[config.mk]
export PLATFORM = sky130hd
export DESIGN_NAME = ifcd_decoder
export DESIGN_NICKNAME = d
export VERILOG_FILES = /design/src/hdl/ifcd_pkg.sv /design/src/hdl/ifcd_decoder.sv
export VERILOG_INCLUDE_DIRS = /design/src /design/src/hdl
export SDC_FILE = /design/constraint.sdc
export NUM_CORES = 1
export LEC_CHECK = 0
export BUFFER_PORTS_ARGS = -buffer_cell sky130_fd_sc_hd__buf_2
export CORE_UTILIZATION = 40
export DETAILED_ROUTE_END_ITERATION = 6
export GPL_ROUTABILITY_DRIVEN = 0
export GPL_TIMING_DRIVEN = 0
export PLACE_DENSITY = 0.66
export SYNTH_ARGS = -nofsm -noshare
export SYNTH_HDL_FRONTEND = slang
export SYNTH_SLANG_ARGS = --single-unit
[constraint.sdc]
create_clock -name core_clk_i -period 2.9 [get_ports core_clk_i]
set_clock_uncertainty 0.1 [all_clocks]
set_input_delay 0.58 -clock core_clk_i [delete_from_list [all_inputs] [get_ports core_clk_i]]
set_output_delay 0.58 -clock core_clk_i [all_outputs]
set_load 0.05 [all_outputs]
[src/hdl/ifcd_consts.svh]
// Purpose: Constants of the instruction format and cycle decoder
// Assumes: 24-bit program words, 8-bit opcode in the top byte
// Notes:   Field macros are bit slices of the decoded word
`ifndef IFCD_CONSTS_SVH
`define IFCD_CONSTS_SVH
// ----------------------------------------
// Word layout
// ----------------------------------------
`define IFCD_WORD_W 24
`define IFCD_F_OPC 23:16
`define IFCD_F_BASE 15:12
`define IFCD_F_DMODE 11:10
`define IFCD_F_DEST 9:6
`define IFCD_F_SMODE 5:4
`define IFCD_F_SRC 3:0
`define IFCD_F_FILE 12:0
`define IFCD_B_FDEST 13
`define IFCD_F_BFILE 11:0
`define IFCD_F_BPOS 15:12
`define IFCD_F_LLIT 15:4
`define IFCD_F_LFLIT 15:8
`define IFCD_F_LFADR 7:0
`define IFCD_F_ALIT 11:7
`define IFCD_B_SAME 6
`define IFCD_B_ACC 15
`define IFCD_F_PAIR 14:12
`define IFCD_F_XPF 11:8
`define IFCD_F_XDST 7:6
`define IFCD_F_AWB 5:4
`define IFCD_B_SHREG 14
`define IFCD_F_SHREG 13:10
`define IFCD_F_SHLIT 13:8
`define IFCD_F_TMODE 15:14
`define IFCD_F_PADDR 15:0
`define IFCD_F_TADDR 6:0
`define IFCD_B_FILETGT 3
`define IFCD_B_INDIR 2
// ----------------------------------------
// Opcode map
// ----------------------------------------
`define IFCD_OP_NOP 8'h00
`define IFCD_OP_CALL2 8'h02
`define IFCD_OP_GOTO2 8'h04
`define IFCD_OP_LOOP2 8'h08
`define IFCD_OP_RETURN 8'hFE
`define IFCD_OP_INTERRUPT_RETURN 8'hFF
`define IFCD_JMP_TOP 6'h38
`define IFCD_TBL_TOP 6'h39
`define IFCD_CBR_TOP 5'h1D
`define IFCD_SKP_TOP 5'h1E
`define IFCD_NIB_ZERO 4'h0
`define IFCD_NIB_LMOV 4'h2
`define IFCD_NIB_LARI 4'h3
`define IFCD_WOP_TOP 2'h1
`define IFCD_NIB_DMOV 4'h9
`define IFCD_NIB_BIT 4'hA
`define IFCD_NIB_FILE 4'hB
`define IFCD_NIB_MAC 4'hC
`define IFCD_NIB_DSP 4'hD
`define IFCD_NIB_F 4'hF
// ----------------------------------------
// Operand codes and cycle counts
// ----------------------------------------
`define IFCD_REG_W0 4'h0
`define IFCD_REG_W4 4'h4
`define IFCD_REG_W5 4'h5
`define IFCD_REG_W6 4'h6
`define IFCD_REG_W7 4'h7
`define IFCD_REG_W8 4'h8
`define IFCD_REG_W9 4'h9
`define IFCD_PAIR_MAX 3'h5
`define IFCD_XPF_SPECIAL 3'h4
`define IFCD_AWB_NONE 2'h0
`define IFCD_AWB_W13 2'h1
`define IFCD_AWB_W13_PI2 2'h2
`define IFCD_CYC1 2'h1
`define IFCD_CYC2 2'h2
`define IFCD_CYC3 2'h3
`endif

[src/hdl/ifcd_pkg.sv]
// Purpose: Types of the instruction format and cycle decoder
// Assumes: Nothing
// Notes:   Constants live in ifcd_consts.svh
package ifcd_pkg;
   typedef enum logic [2:0] {
      CLS_WORD, CLS_BIT, CLS_LIT, CLS_DSP, CLS_CTRL
   } ifcd_class_type;
   typedef enum logic [1:0] {
      ST_IDLE, ST_TAIL, ST_SKIP, ST_DROP
   } ifcd_state_type;
endpackage : ifcd_pkg

[src/hdl/ifcd_decoder.sv]
// Purpose: Decode program words into class, operands and cycle count
// Assumes: Fetch path and datapath share core_clk_i
// Notes:   Two-word and skipped words are swallowed, not issued
`timescale 1ns/1ns
`include "ifcd_consts.svh"

module ifcd_decoder
   import ifcd_pkg::*;
(
   input wire logic core_clk_i, // 10 MHz instruction clock
   input wire logic reset_i, // Synchronous, active high
   input wire logic [`IFCD_WORD_W-1:0] word_i, // Fetched word
   input wire logic word_valid_i, // Word present this cycle
   input wire logic cond_true_i, // Condition or skip test true
   output ifcd_class_type class_o, // Instruction class
   output logic dec_valid_o, // One-cycle issue pulse
   output logic [7:0] opcode_o, // Opcode byte
   output logic illegal_o, // Unassigned opcode or pair
   output logic two_word_o, // Issued from two words
   output logic tail_nonzero_o, // Tail top byte not zero
   output logic [1:0] cycles_o, // Instruction cycles
   output logic [3:0] base_operand_reg_o, // Base register
   output logic [3:0] source_operand_reg_o, // Source register
   output logic [1:0] src_mode_o, // Source address mode
   output logic [3:0] dest_operand_reg_o, // Destination register
   output logic [1:0] dest_mode_o, // Destination address mode
   output logic dest_valid_o, // Destination decoded
   output logic [12:0] file_addr_o, // File register address
   output logic file_target_o, // Target is a file register
   output logic file_default_dest_o, // Result goes to W0
   output logic [3:0] bit_pos_o, // Bit position literal
   output logic bit_pos_indirect_o, // Bit position from base
   output logic [15:0] literal_o, // Literal operand
   output logic acc_sel_o, // 0 selects A, 1 selects B
   output logic [3:0] mul_a_o, // Multiplicand register
   output logic [3:0] mul_b_o, // Multiplier register
   output logic xpf_en_o, // X prefetch present
   output logic [3:0] xpf_reg_o, // X prefetch address reg
   output logic [3:0] xpf_step_o, // Signed post-modify
   output logic xpf_w12_ofs_o, // Offset by W12
   output logic [3:0] xpf_dest_o, // Prefetch destination
   output logic [1:0] acc_writeback_target_o, // Write-back form
   output logic shift_by_reg_o, // Shift amount from register
   output logic [3:0] shift_count_reg_o, // Shift amount register
   output logic [5:0] shift_lit_o, // Shift amount literal
   output logic [22:0] prog_addr_o, // Program memory address
   output logic [1:0] table_mode_o // Table access mode
);

   // ----------------------------------------
   // Word selection and opcode groups
   // ----------------------------------------
   ifcd_state_type st_r;
   ifcd_state_type st_nxt;
   logic [`IFCD_WORD_W-1:0] first_r;
   logic issue;
   logic [1:0] cyc;

   // Held leading word once a tail or skip is pending
   wire [`IFCD_WORD_W-1:0] w = (st_r == ST_IDLE) ? word_i : first_r;
   wire [7:0] op = w[`IFCD_F_OPC];
   wire [3:0] nib = op[7:4];
   wire [7:0] nx_op = word_i[`IFCD_F_OPC];
   wire nx_two = (nx_op == `IFCD_OP_CALL2) | (nx_op == `IFCD_OP_GOTO2)
      | (nx_op == `IFCD_OP_LOOP2);

   wire in_wop = nib[3:2] == `IFCD_WOP_TOP;
   wire in_dmov = nib == `IFCD_NIB_DMOV;
   wire in_file = nib == `IFCD_NIB_FILE;
   wire in_bit = nib == `IFCD_NIB_BIT;
   wire in_lmov = nib == `IFCD_NIB_LMOV;
   wire in_lari = nib == `IFCD_NIB_LARI;
   wire in_mac = nib == `IFCD_NIB_MAC;
   wire in_dsp = nib == `IFCD_NIB_DSP;
   wire in_jmp = op[7:2] == `IFCD_JMP_TOP;
   wire in_tbl = op[7:2] == `IFCD_TBL_TOP;
   wire in_cbr = op[7:3] == `IFCD_CBR_TOP;
   wire in_skp = op[7:3] == `IFCD_SKP_TOP;
   wire in_ret = (op == `IFCD_OP_RETURN)
      | (op == `IFCD_OP_INTERRUPT_RETURN);
   wire in_zero = (op == `IFCD_OP_NOP) | (op == `IFCD_OP_CALL2)
      | (op == `IFCD_OP_GOTO2) | (op == `IFCD_OP_LOOP2);

   wire ifcd_class_type cls = (in_wop | in_dmov | in_file) ? CLS_WORD
      : in_bit ? CLS_BIT
      : (in_lmov | in_lari) ? CLS_LIT
      : (in_mac | in_dsp) ? CLS_DSP
      : CLS_CTRL;

   wire [2:0] pair = w[`IFCD_F_PAIR];
   wire bad_f = (nib == `IFCD_NIB_F) & op[3] & ~in_ret;
   wire bad_zero = (nib == `IFCD_NIB_ZERO) & ~in_zero;
   wire illegal = bad_f | bad_zero | (in_mac & (pair > `IFCD_PAIR_MAX))
      | (~in_wop & ~in_dmov & ~in_file & ~in_bit & ~in_lmov & ~in_lari
      & ~in_mac & ~in_dsp & (nib[3:1] != 3'h7) & (nib != 4'h0));

   // ----------------------------------------
   // Operand fields
   // ----------------------------------------
   wire lmov_file = in_lmov & op[`IFCD_B_FILETGT];
   wire bit_file = in_bit & op[`IFCD_B_FILETGT];
   wire same_dst = in_lari & w[`IFCD_B_SAME];
   wire [3:0] dest = in_lmov ? w[`IFCD_F_SRC]
      : same_dst ? w[`IFCD_F_BASE]
      : in_lari ? w[`IFCD_F_SRC]
      : w[`IFCD_F_DEST];
   wire dest_v = in_wop | in_dmov | (in_lmov & ~lmov_file)
      | (in_lari & ~same_dst);
   wire [12:0] faddr = in_file ? w[`IFCD_F_FILE]
      : bit_file ? {1'b0, w[`IFCD_F_BFILE]}
      : {5'h00, w[`IFCD_F_LFADR]};
   wire [15:0] lit = lmov_file ? {8'h00, w[`IFCD_F_LFLIT]}
      : in_lmov ? {4'h0, w[`IFCD_F_LLIT]}
      : in_lari ? {11'h000, w[`IFCD_F_ALIT]}
      : w[`IFCD_F_PADDR];

   // Pair code 0..5 walks the six distinct pairs in order
   wire [3:0] mul_a = (pair < 3'h3) ? `IFCD_REG_W4
      : (pair < 3'h5) ? `IFCD_REG_W5 : `IFCD_REG_W6;
   wire [3:0] mul_b = (pair == 3'h0) ? `IFCD_REG_W5
      : (pair == 3'h1 || pair == 3'h3) ? `IFCD_REG_W6
      : `IFCD_REG_W7;

   // X prefetch: bit 3 picks W9, low bits pick the post-modify
   wire [3:0] xf = w[`IFCD_F_XPF];
   wire xf_sp = xf[2:0] == `IFCD_XPF_SPECIAL;
   wire [3:0] mag = {1'b0, xf[1:0], 1'b0};
   wire [3:0] xstep = xf[2] ? (4'h0 - mag) : mag;
   wire [1:0] acc_writeback_target = (w[`IFCD_F_AWB] == 2'h3) ? `IFCD_AWB_NONE
      : w[`IFCD_F_AWB];

   // ----------------------------------------
   // Cycle count of a one-word issue
   // ----------------------------------------
   wire [1:0] cyc_one = in_ret ? `IFCD_CYC3
      : (in_jmp | in_tbl | in_dmov) ? `IFCD_CYC2
      : (in_cbr & cond_true_i) ? `IFCD_CYC2
      : `IFCD_CYC1;

   // ----------------------------------------
   // Sequencer for tails and skips
   // ----------------------------------------
   always_comb begin
      st_nxt = st_r;
      issue = 1'b0;
      cyc = cyc_one;
      case (st_r)
         ST_IDLE: begin
            if (word_valid_i) begin
               if (nx_two) begin
                  st_nxt = ST_TAIL;
               end else if (in_skp & cond_true_i) begin
                  st_nxt = ST_SKIP;
               end else begin
                  issue = 1'b1;
               end
            end
         end
         ST_TAIL: begin
            if (word_valid_i) begin
               issue = 1'b1;
               cyc = `IFCD_CYC2;
               st_nxt = ST_IDLE;
            end
         end
         ST_SKIP: begin
            if (word_valid_i) begin
               issue = 1'b1;
               cyc = nx_two ? `IFCD_CYC3 : `IFCD_CYC2;
               st_nxt = nx_two ? ST_DROP : ST_IDLE;
            end
         end
         ST_DROP: begin
            if (word_valid_i) begin
               st_nxt = ST_IDLE;
            end
         end
         default: begin
            st_nxt = ST_IDLE;
         end
      endcase
   end

   always_ff @(posedge core_clk_i) begin
      if (reset_i) begin
         st_r <= ST_IDLE;
         first_r <= 24'h000000;
      end else begin
         st_r <= st_nxt;
         if (st_r == ST_IDLE && word_valid_i) begin
            first_r <= word_i;
         end
      end
   end

   // ----------------------------------------
   // Issue registers
   // ----------------------------------------
   always_ff @(posedge core_clk_i) begin
      if (reset_i) begin
         dec_valid_o <= 1'b0;
         class_o <= CLS_CTRL;
         {opcode_o, illegal_o, two_word_o, tail_nonzero_o} <= 11'h000;
         cycles_o <= `IFCD_CYC1;
         {base_operand_reg_o, source_operand_reg_o} <= 8'h00;
         {src_mode_o, dest_mode_o, dest_operand_reg_o} <= 8'h00;
         {dest_valid_o, file_target_o, file_default_dest_o} <= 3'h0;
         {file_addr_o, bit_pos_o, bit_pos_indirect_o} <= 18'h00000;
         {literal_o, acc_sel_o, mul_a_o, mul_b_o} <= 25'h0000000;
         {xpf_en_o, xpf_reg_o, xpf_step_o, xpf_w12_ofs_o} <= 10'h000;
         {xpf_dest_o, acc_writeback_target_o} <= 6'h00;
         {shift_by_reg_o, shift_count_reg_o, shift_lit_o} <= 11'h000;
         {prog_addr_o, table_mode_o} <= 25'h0000000;
      end else begin
         dec_valid_o <= issue;
         if (issue) begin
            class_o <= cls;
            opcode_o <= op;
            illegal_o <= illegal;
            cycles_o <= cyc;
            two_word_o <= st_r == ST_TAIL;
            tail_nonzero_o <= (st_r == ST_TAIL)
               && (nx_op != 8'h00);
            base_operand_reg_o <= w[`IFCD_F_BASE];
            source_operand_reg_o <= w[`IFCD_F_SRC];
            src_mode_o <= w[`IFCD_F_SMODE];
            dest_operand_reg_o <= dest;
            dest_mode_o <= w[`IFCD_F_DMODE];
            dest_valid_o <= dest_v;
            file_addr_o <= faddr;
            file_target_o <= in_file | bit_file | lmov_file;
            file_default_dest_o <= in_file & ~w[`IFCD_B_FDEST];
            bit_pos_o <= w[`IFCD_F_BPOS];
            bit_pos_indirect_o <= in_bit & op[`IFCD_B_INDIR];
            literal_o <= lit;
            acc_sel_o <= w[`IFCD_B_ACC];
            mul_a_o <= mul_a;
            mul_b_o <= mul_b;
            xpf_en_o <= in_mac & ~(xf_sp & ~xf[3]);
            xpf_reg_o <= xf[3] ? `IFCD_REG_W9 : `IFCD_REG_W8;
            xpf_step_o <= xstep;
            xpf_w12_ofs_o <= in_mac & xf_sp & xf[3];
            xpf_dest_o <= {2'h1, w[`IFCD_F_XDST]};
            acc_writeback_target_o <= in_mac ? acc_writeback_target : `IFCD_AWB_NONE;
            shift_by_reg_o <= in_dsp & w[`IFCD_B_SHREG];
            shift_count_reg_o <= w[`IFCD_F_SHREG];
            shift_lit_o <= w[`IFCD_F_SHLIT];
            prog_addr_o <= (st_r == ST_TAIL)
               ? {word_i[`IFCD_F_TADDR], first_r[`IFCD_F_PADDR]}
               : {7'h00, w[`IFCD_F_PADDR]};
            table_mode_o <= in_tbl ? w[`IFCD_F_TMODE] : 2'h0;
         end
      end
   end
endmodule : ifcd_decoder

==> flow_summary.toml, run 1 <==
[global_routing]
grtUsageTotal = 0.261
grt_max_degree = 17
grt_pass1_vias = 5566
grt_pass1_wl_um = 31100
antenna_found_initial = 0
overflow = 0

[clocking]
clkSinkCount = 125
ctsHoldBuffers = 0
clock_path_buffers = 2
cts_tree = "built"
cts.reportedPaths.clkPinSlew_ps = 50
htree_levels = 4
worstSkewPairLatency_ps = 430
cts-root-buf = "clkbuf_16"
cts_made_buffers = 17

[worst_setup_path]
endpoint_kind = "flip-flop"
required_ps = 3160
crit_path_cell_trace = "inv_1 > ha_1 > buf_4 > buf_6 > buf_2 > mux2i_1 > or4b_1 > a21oi_1"
slowest_stage = "mux2i_1"
startpoint_type = "flip-flop"
crit_buf_inv = 4
r2r-start = "st_r[0]"
crit_family = "buffers and inverters"
r2r_setup_slack_ps = 70
critPathKind = "reg2reg"
r2r_end = "acc_writeback_target_o[1]"
cp_max_fo = 10
worst_path_largest_cell_delay_ps = 720
r2r_cells = 8
cp.arrival_ps = 3080

[timing]
rsz0062_at_grt = "false"
worst_pin_slew_ps = 799
setup_viol = 0
maxSlewHeadroom = 0.452
max_freq_mhz = 354
final.min_clock_period_ps = 2830
fin_ws_ps = 74.0
hold_viol_final = 0
drv_slew = 0
period_share = 0.974

[job]
drv_cap = 0

[finish]
nFillCells = 1425
area_growth_pct = 27.8
drive_above_1_share = 0.295
seqCellArea_um2 = 2500
multiInputGateArea_um2 = 3070
nets = 962
fin_cells = 1122
antenna_cells = 0

[die]
design.core.area_um2 = 14600
die_h_um = 124
dieWidth_um = 124
ios = 159
initial_core_util = 0.410
die_area_um2 = 15500
rows = 44

[logic_synthesis]
synth_cells = 750
ys_warn_count = 0
synth-xor-area-share = 0.00293
synth.mux.area_fraction = 0.0522
synth_area_per_cell_um2 = 7.98
yosys.area_share.simple = 0.233
ys_seq_area_frac = 0.418
synth_commonest_cells = "152 x nand2_1, 125 x dfxtp_1, 80 x nor2_1, 79 x a21oi_1, 40 x buf_4"
synth_compound_area_frac = 0.187
ys_ff_latch = 125
yosys.area_share.adder = 0.0146
synthArstFlopShare = 0
synth_top_area_frac = 0.418
synth_edf_count = 0
synth_top_area_cell = "dfxtp_1"
synth.most_common_cell = "nand2_1"
syn-cell-area_um2 = 5990
synthFlopType = "dfxtp_1"
synth_top_family_by_area = "simple AND/OR/NAND/NOR gates"
ys_top_cells_by_area = "dfxtp_1 42%, nand2_1 9.5%, a21oi_1 6.6%, buf_4 5.0%, nor2_1 5.0%"
yosysUniqueCellTypes = 57

[routing]
drc = 0
viasPerCell = 5.33
firstDrtPassIters = 5
totalWireLength_um = 19800
dr_total_vias = 5979
ant_nets = 0
dr.first_iter.drc_count = 426
routedWlPerCell_um = 17.7

[placement]
dp.cells = 1089
io_buffers = 150
hpwlAfterDp_um = 14500
pre_cts_ws_ps = -346

[worst_hold_path]
hold_path_depth = 3
min_from = "word_i[7]"
hold_class = "in2reg"
min_to = "first_r[7]"

[power]
power.leakage_nw = 3.33
combPwrFrac = 0.360
clock_power_share = 0.311
switching_power_mw = 2.49
swShare = 0.401
peakVddDrop_mv = 0.412
p_int_mw = 3.72
seqPwrFrac = 0.329
pwr_density_cell_nw_per_um2 = 811

[outcome]
status = "finished clean"
[metal layers]
layer / GRT usage / part of all wire / vias to the layer above
li1: - / - / 2934
met1: 0.342 / 0.46 / 2767
met2: 0.420 / 0.46 / 247
met3: 0.0580 / 0.069 / 31
met4: 0.0893 / 0.019 / 0
met5: 0 / 0 / -
[metrics by stage]
step | setup TNS [ps] | utilization | instance area, um2 | hold WS, ps | total power, mW
4_1_cts | -4.76 | 0.517 | 7550 | 314 | 6.15
6_report | 0 | 0.525 | 7650 | 319 | 6.20
3_3_place_gp | -1090 | 0.479 | 6990 | 340 | 4.22
3_5_place_dp | -1140 | 0.479 | 6990 | 342 | 4.23
2_1_floorplan | 0 | - | 6010 | 336 | 3.68
5_1_grt | 0 | 0.525 | 7650 | 333 | 6.45
[cell type report]
type,count,share of cell area
multi-input cells,538,0.401
clock inverters,8,0.00916
flip-flops and latches,125,0.327
clock buffers,22,0.0594
repair buffers,153,0.101
plain buffers,88,0.0701
well taps,184,0.0301
inverters,4,0.00196
[layout by cell type (no fill, tap or decap), drive strengths merged, types with 10 or more instances in the layout]
| master | n |
|---|---|
| a211oi | 28 |
| a21oi | 79 |
| buf | 209 |
| clkbuf | 54 |
| dfxtp | 125 |
| mux2i | 23 |
| nand2 | 152 |
| nand3 | 19 |
| nor2 | 80 |
| nor3 | 28 |
| o21ai | 23 |
| or3 | 10 |
[power groups by stage]
stage          sequential, mW  clock (mW)  combinational (mW)
6_report                 2.04        1.93                2.23
5_1_grt                  2.07        2.03                2.36
4_1_cts                  2.04        1.94                2.18
3_5_place_dp             2.07           0                2.16
3_3_place_gp             2.07           0                2.15
2_1_floorplan            2.59           0                1.08
[flip-flops by register name, indices dropped and copies added, names as in the netlist, 2 cells and up]
signal and cells:
opcode_o 8, dest_operand_reg_o 4, source_operand_reg_o 3, mul_b_o 2, bit_pos_o 4, cycles_o 2, prog_addr_o 23, xpf_step_o 2
literal_o 16, st_r 2, shift_lit_o 2, acc_writeback_target_o 2, class_o 3, table_mode_o 2, file_addr_o 9, first_r 24
mul_a_o 2
[cells by family after synthesis]
group,count (synthesis)
and+or+nand+nor,320
xor gates and xnor gates,2
other,1
DFF,125
muxes,30
adders and majority gates,7
buffers and inverters,92
AOI/OAI and AO/OA,173
[tightest hold or removal path: cells and delay by family]
kind,cells,cell delay [ps]
compound gates,1,50
buf+inv,1,110
simple gates,1,50
[how the worst max path moves through the flow]
| stage | from | end | slack, ps | cells after the start |
|---|---|---|---|---|
| CTS | st_r[0] | literal_o[1] | -5 | 10 |
| detailed placement | st_r[0] | xpf_w12_ofs_o | -350 | 10 |
| finish | st_r[0] | acc_writeback_target_o[1] | 70 | 8 |
| floorplan | st_r[0] | xpf_w12_ofs_o | 430 | 10 |
| global placement | st_r[1] | xpf_w12_ofs_o | -340 | 10 |
| global route | st_r[0] | literal_o[0] | 3 | 10 |
[timing repair]
item	in CTS	in global routing
pin swaps	0	0
gates resized for setup	8	20
endpoints found under the setup margin	11	15
hold endpoints to repair	0	0
setup buffers	0	3
Power figures use the tool's default switching activity.
==> run 2: changes to the inputs <==
--- a/config.mk
+++ b/config.mk
@@ -11,7 +11,7 @@
 export DETAILED_ROUTE_END_ITERATION = 6
 export GPL_ROUTABILITY_DRIVEN = 0
 export GPL_TIMING_DRIVEN = 0
-export PLACE_DENSITY = 0.66
+export REMOVE_ABC_BUFFERS = 1
 export SYNTH_ARGS = -nofsm -noshare
 export SYNTH_HDL_FRONTEND = slang
 export SYNTH_SLANG_ARGS = --single-unit
==> run 2 against run 1 <==
Compared with the run above:
- sequential share of layout area up 1.3 points
- die area did not move
- clock power is 8% higher
- total power is 0.12% lower
- largest cell class unchanged
- sequential power is essentially flat
- critical path depth increased by 1
- utilization fell by 2.0 points
- global-route usage decreased by 3.2 points
- worst hold slack got worse by 2.8 ps
- first-iteration DRC count shrank 5.2%
- register-to-register slack improved by 50 ps
==> flow_summary.toml, run 2 (same netlist as run 1, synthesis figures left out) <==
[clocking]
cts_tree = "built"
worstSkewPairLatency_ps = 420
cts_made_buffers = 17
htree_levels = 4
clock_path_buffers = 2
cts-root-buf = "clkbuf_16"
clkSinkCount = 125
cts.reportedPaths.clkPinSlew_ps = 60
ctsHoldBuffers = 0

[die]
die_area_um2 = 15500
rows = 44
design.core.area_um2 = 14600
initial_core_util = 0.410
dieWidth_um = 124
die_h_um = 124
ios = 159

[worst_setup_path]
r2r_end = "xpf_w12_ofs_o"
required_ps = 3140
endpoint_kind = "flip-flop"
cp.arrival_ps = 3020
r2r-start = "st_r[0]"
critPathKind = "reg2reg"
startpoint = "st_r[0]"
r2r_setup_slack_ps = 120
cp_max_fo = 43
r2r_cells = 9
startpoint_type = "flip-flop"

[global_routing]
grtUsageTotal = 0.228
overflow = 0
gr-usage-met2 = 0.350
grt.met1_usage = 0.316
antenna_found_initial = 0
grt_pass1_wl_um = 27900
grt_pass1_vias = 5116
grt_max_degree = 65
grt_busiest_layer = "met2"
met3_usage = 0.0537

[timing]
hold_viol_final = 0
setup_tns_ps = 0
fin_ws_ps = 124
max_freq_mhz = 360
worst_pin_slew_ps = 1040
maxSlewHeadroom = 0.290
setup_viol = 0
period_share = 0.957
final.min_clock_period_ps = 2780
drv_slew = 0

[routing]
ant_nets = 0
dr.first_iter.drc_count = 404
totalWireLength_um = 17400
firstDrtPassIters = 5
dr_total_vias = 5697
drc = 0
routedWlPerCell_um = 16.6
viasPerCell = 5.42

[finish]
largest_register = "first_r"
area_growth_pct = 23.0
drive_above_1_share = 0.271
largest_registers = "first_r: 24 flops, prog_addr_o: 23 flops, literal_o: 16 flops"
fin_cells = 1051
nFillCells = 1444
largest_reg_flops = 24
final_cell_mix = "151 x nand2_1, 151 x buf_2, 125 x dfxtp_1"
nets = 889
seqCellArea_um2 = 2500
multiInputGateArea_um2 = 3080
antenna_cells = 0

[worst_hold_path]
min_from = "word_i[12]"
min_to = "first_r[12]"
hold_path_depth = 3
hold_class = "in2reg"

[outcome]
status = "finished clean"

[power]
pwr_density_cell_nw_per_um2 = 842
peakVddDrop_mv = 0.424
power.leakage_nw = 3.20

[job]
drv_cap = 0

[placement]
pre_cts_ws_ps = -1380
dp.cells = 1009
io_buffers = 152
hpwlAfterDp_um = 10800
==> run 2: power by group <==
| part | switching, mW | internal (mW) |
|---|---|---|
| logic | 1.54 | 0.549 |
| registers | 0.112 | 1.91 |
| clock network | 0.741 | 1.35 |
| total | 2.39 | 3.81 |
==> run 2: per-stage QoR <==
stage	utilization	instance area (um2)	hold slack [ps]	total power, mW
after floorplan	-	5480	330	3.54
after global placement	0.443	6470	338	4.07
after detailed placement	0.455	6640	341	4.07
after CTS	0.500	7300	302	6.21
after global routing	0.505	7360	313	6.49
final	0.505	7360	316	6.20
==> run 2: worst max-delay path by stage <==
stage | endpoint | slack, ps | cells after the start
global placement | xpf_step_o[2] | -7640 | 7
global route | xpf_w12_ofs_o | -5 | 7
floorplan | xpf_step_o[2] | -4380 | 7
CTS | literal_o[1] | 40 | 9
detailed placement | file_target_o | -1380 | 10
finish | xpf_w12_ofs_o | 120 | 9
==> run 2: layout make-up <==
type | instances | share of cell area
multi-input cells | 542 | 0.419
clock inverters | 7 | 0.0116
well taps | 184 | 0.0313
clock buffers | 25 | 0.0673
inverters | 4 | 0.00204
flip-flops and latches | 125 | 0.340
repair buffers | 164 | 0.129
==> run 2: per-layer routing <==
layer / share of wire / up-vias
met5: 0 / -
met4: 0.013 / 0
met3: 0.077 / 19
met2: 0.45 / 215
met1: 0.46 / 2667
li1: - / 2796
==> run 2: repair_timing <==
item,in CTS,in global routing
cloned,3,1
setup buffers,3,3
pin swaps,3,2
resized for setup,6,10
setup endpoints to repair,99,23
==> run 2: worst max-delay path, cell delays in order (launching register included) <==
cell and delay (ps):
dfxtp_1 360, inv_2 120, ha_4 160, buf_12 220
and2_4 180, nand2b_2 180, o22a_4 400, buf_12 230
or4_1 540, a21oi_1 150
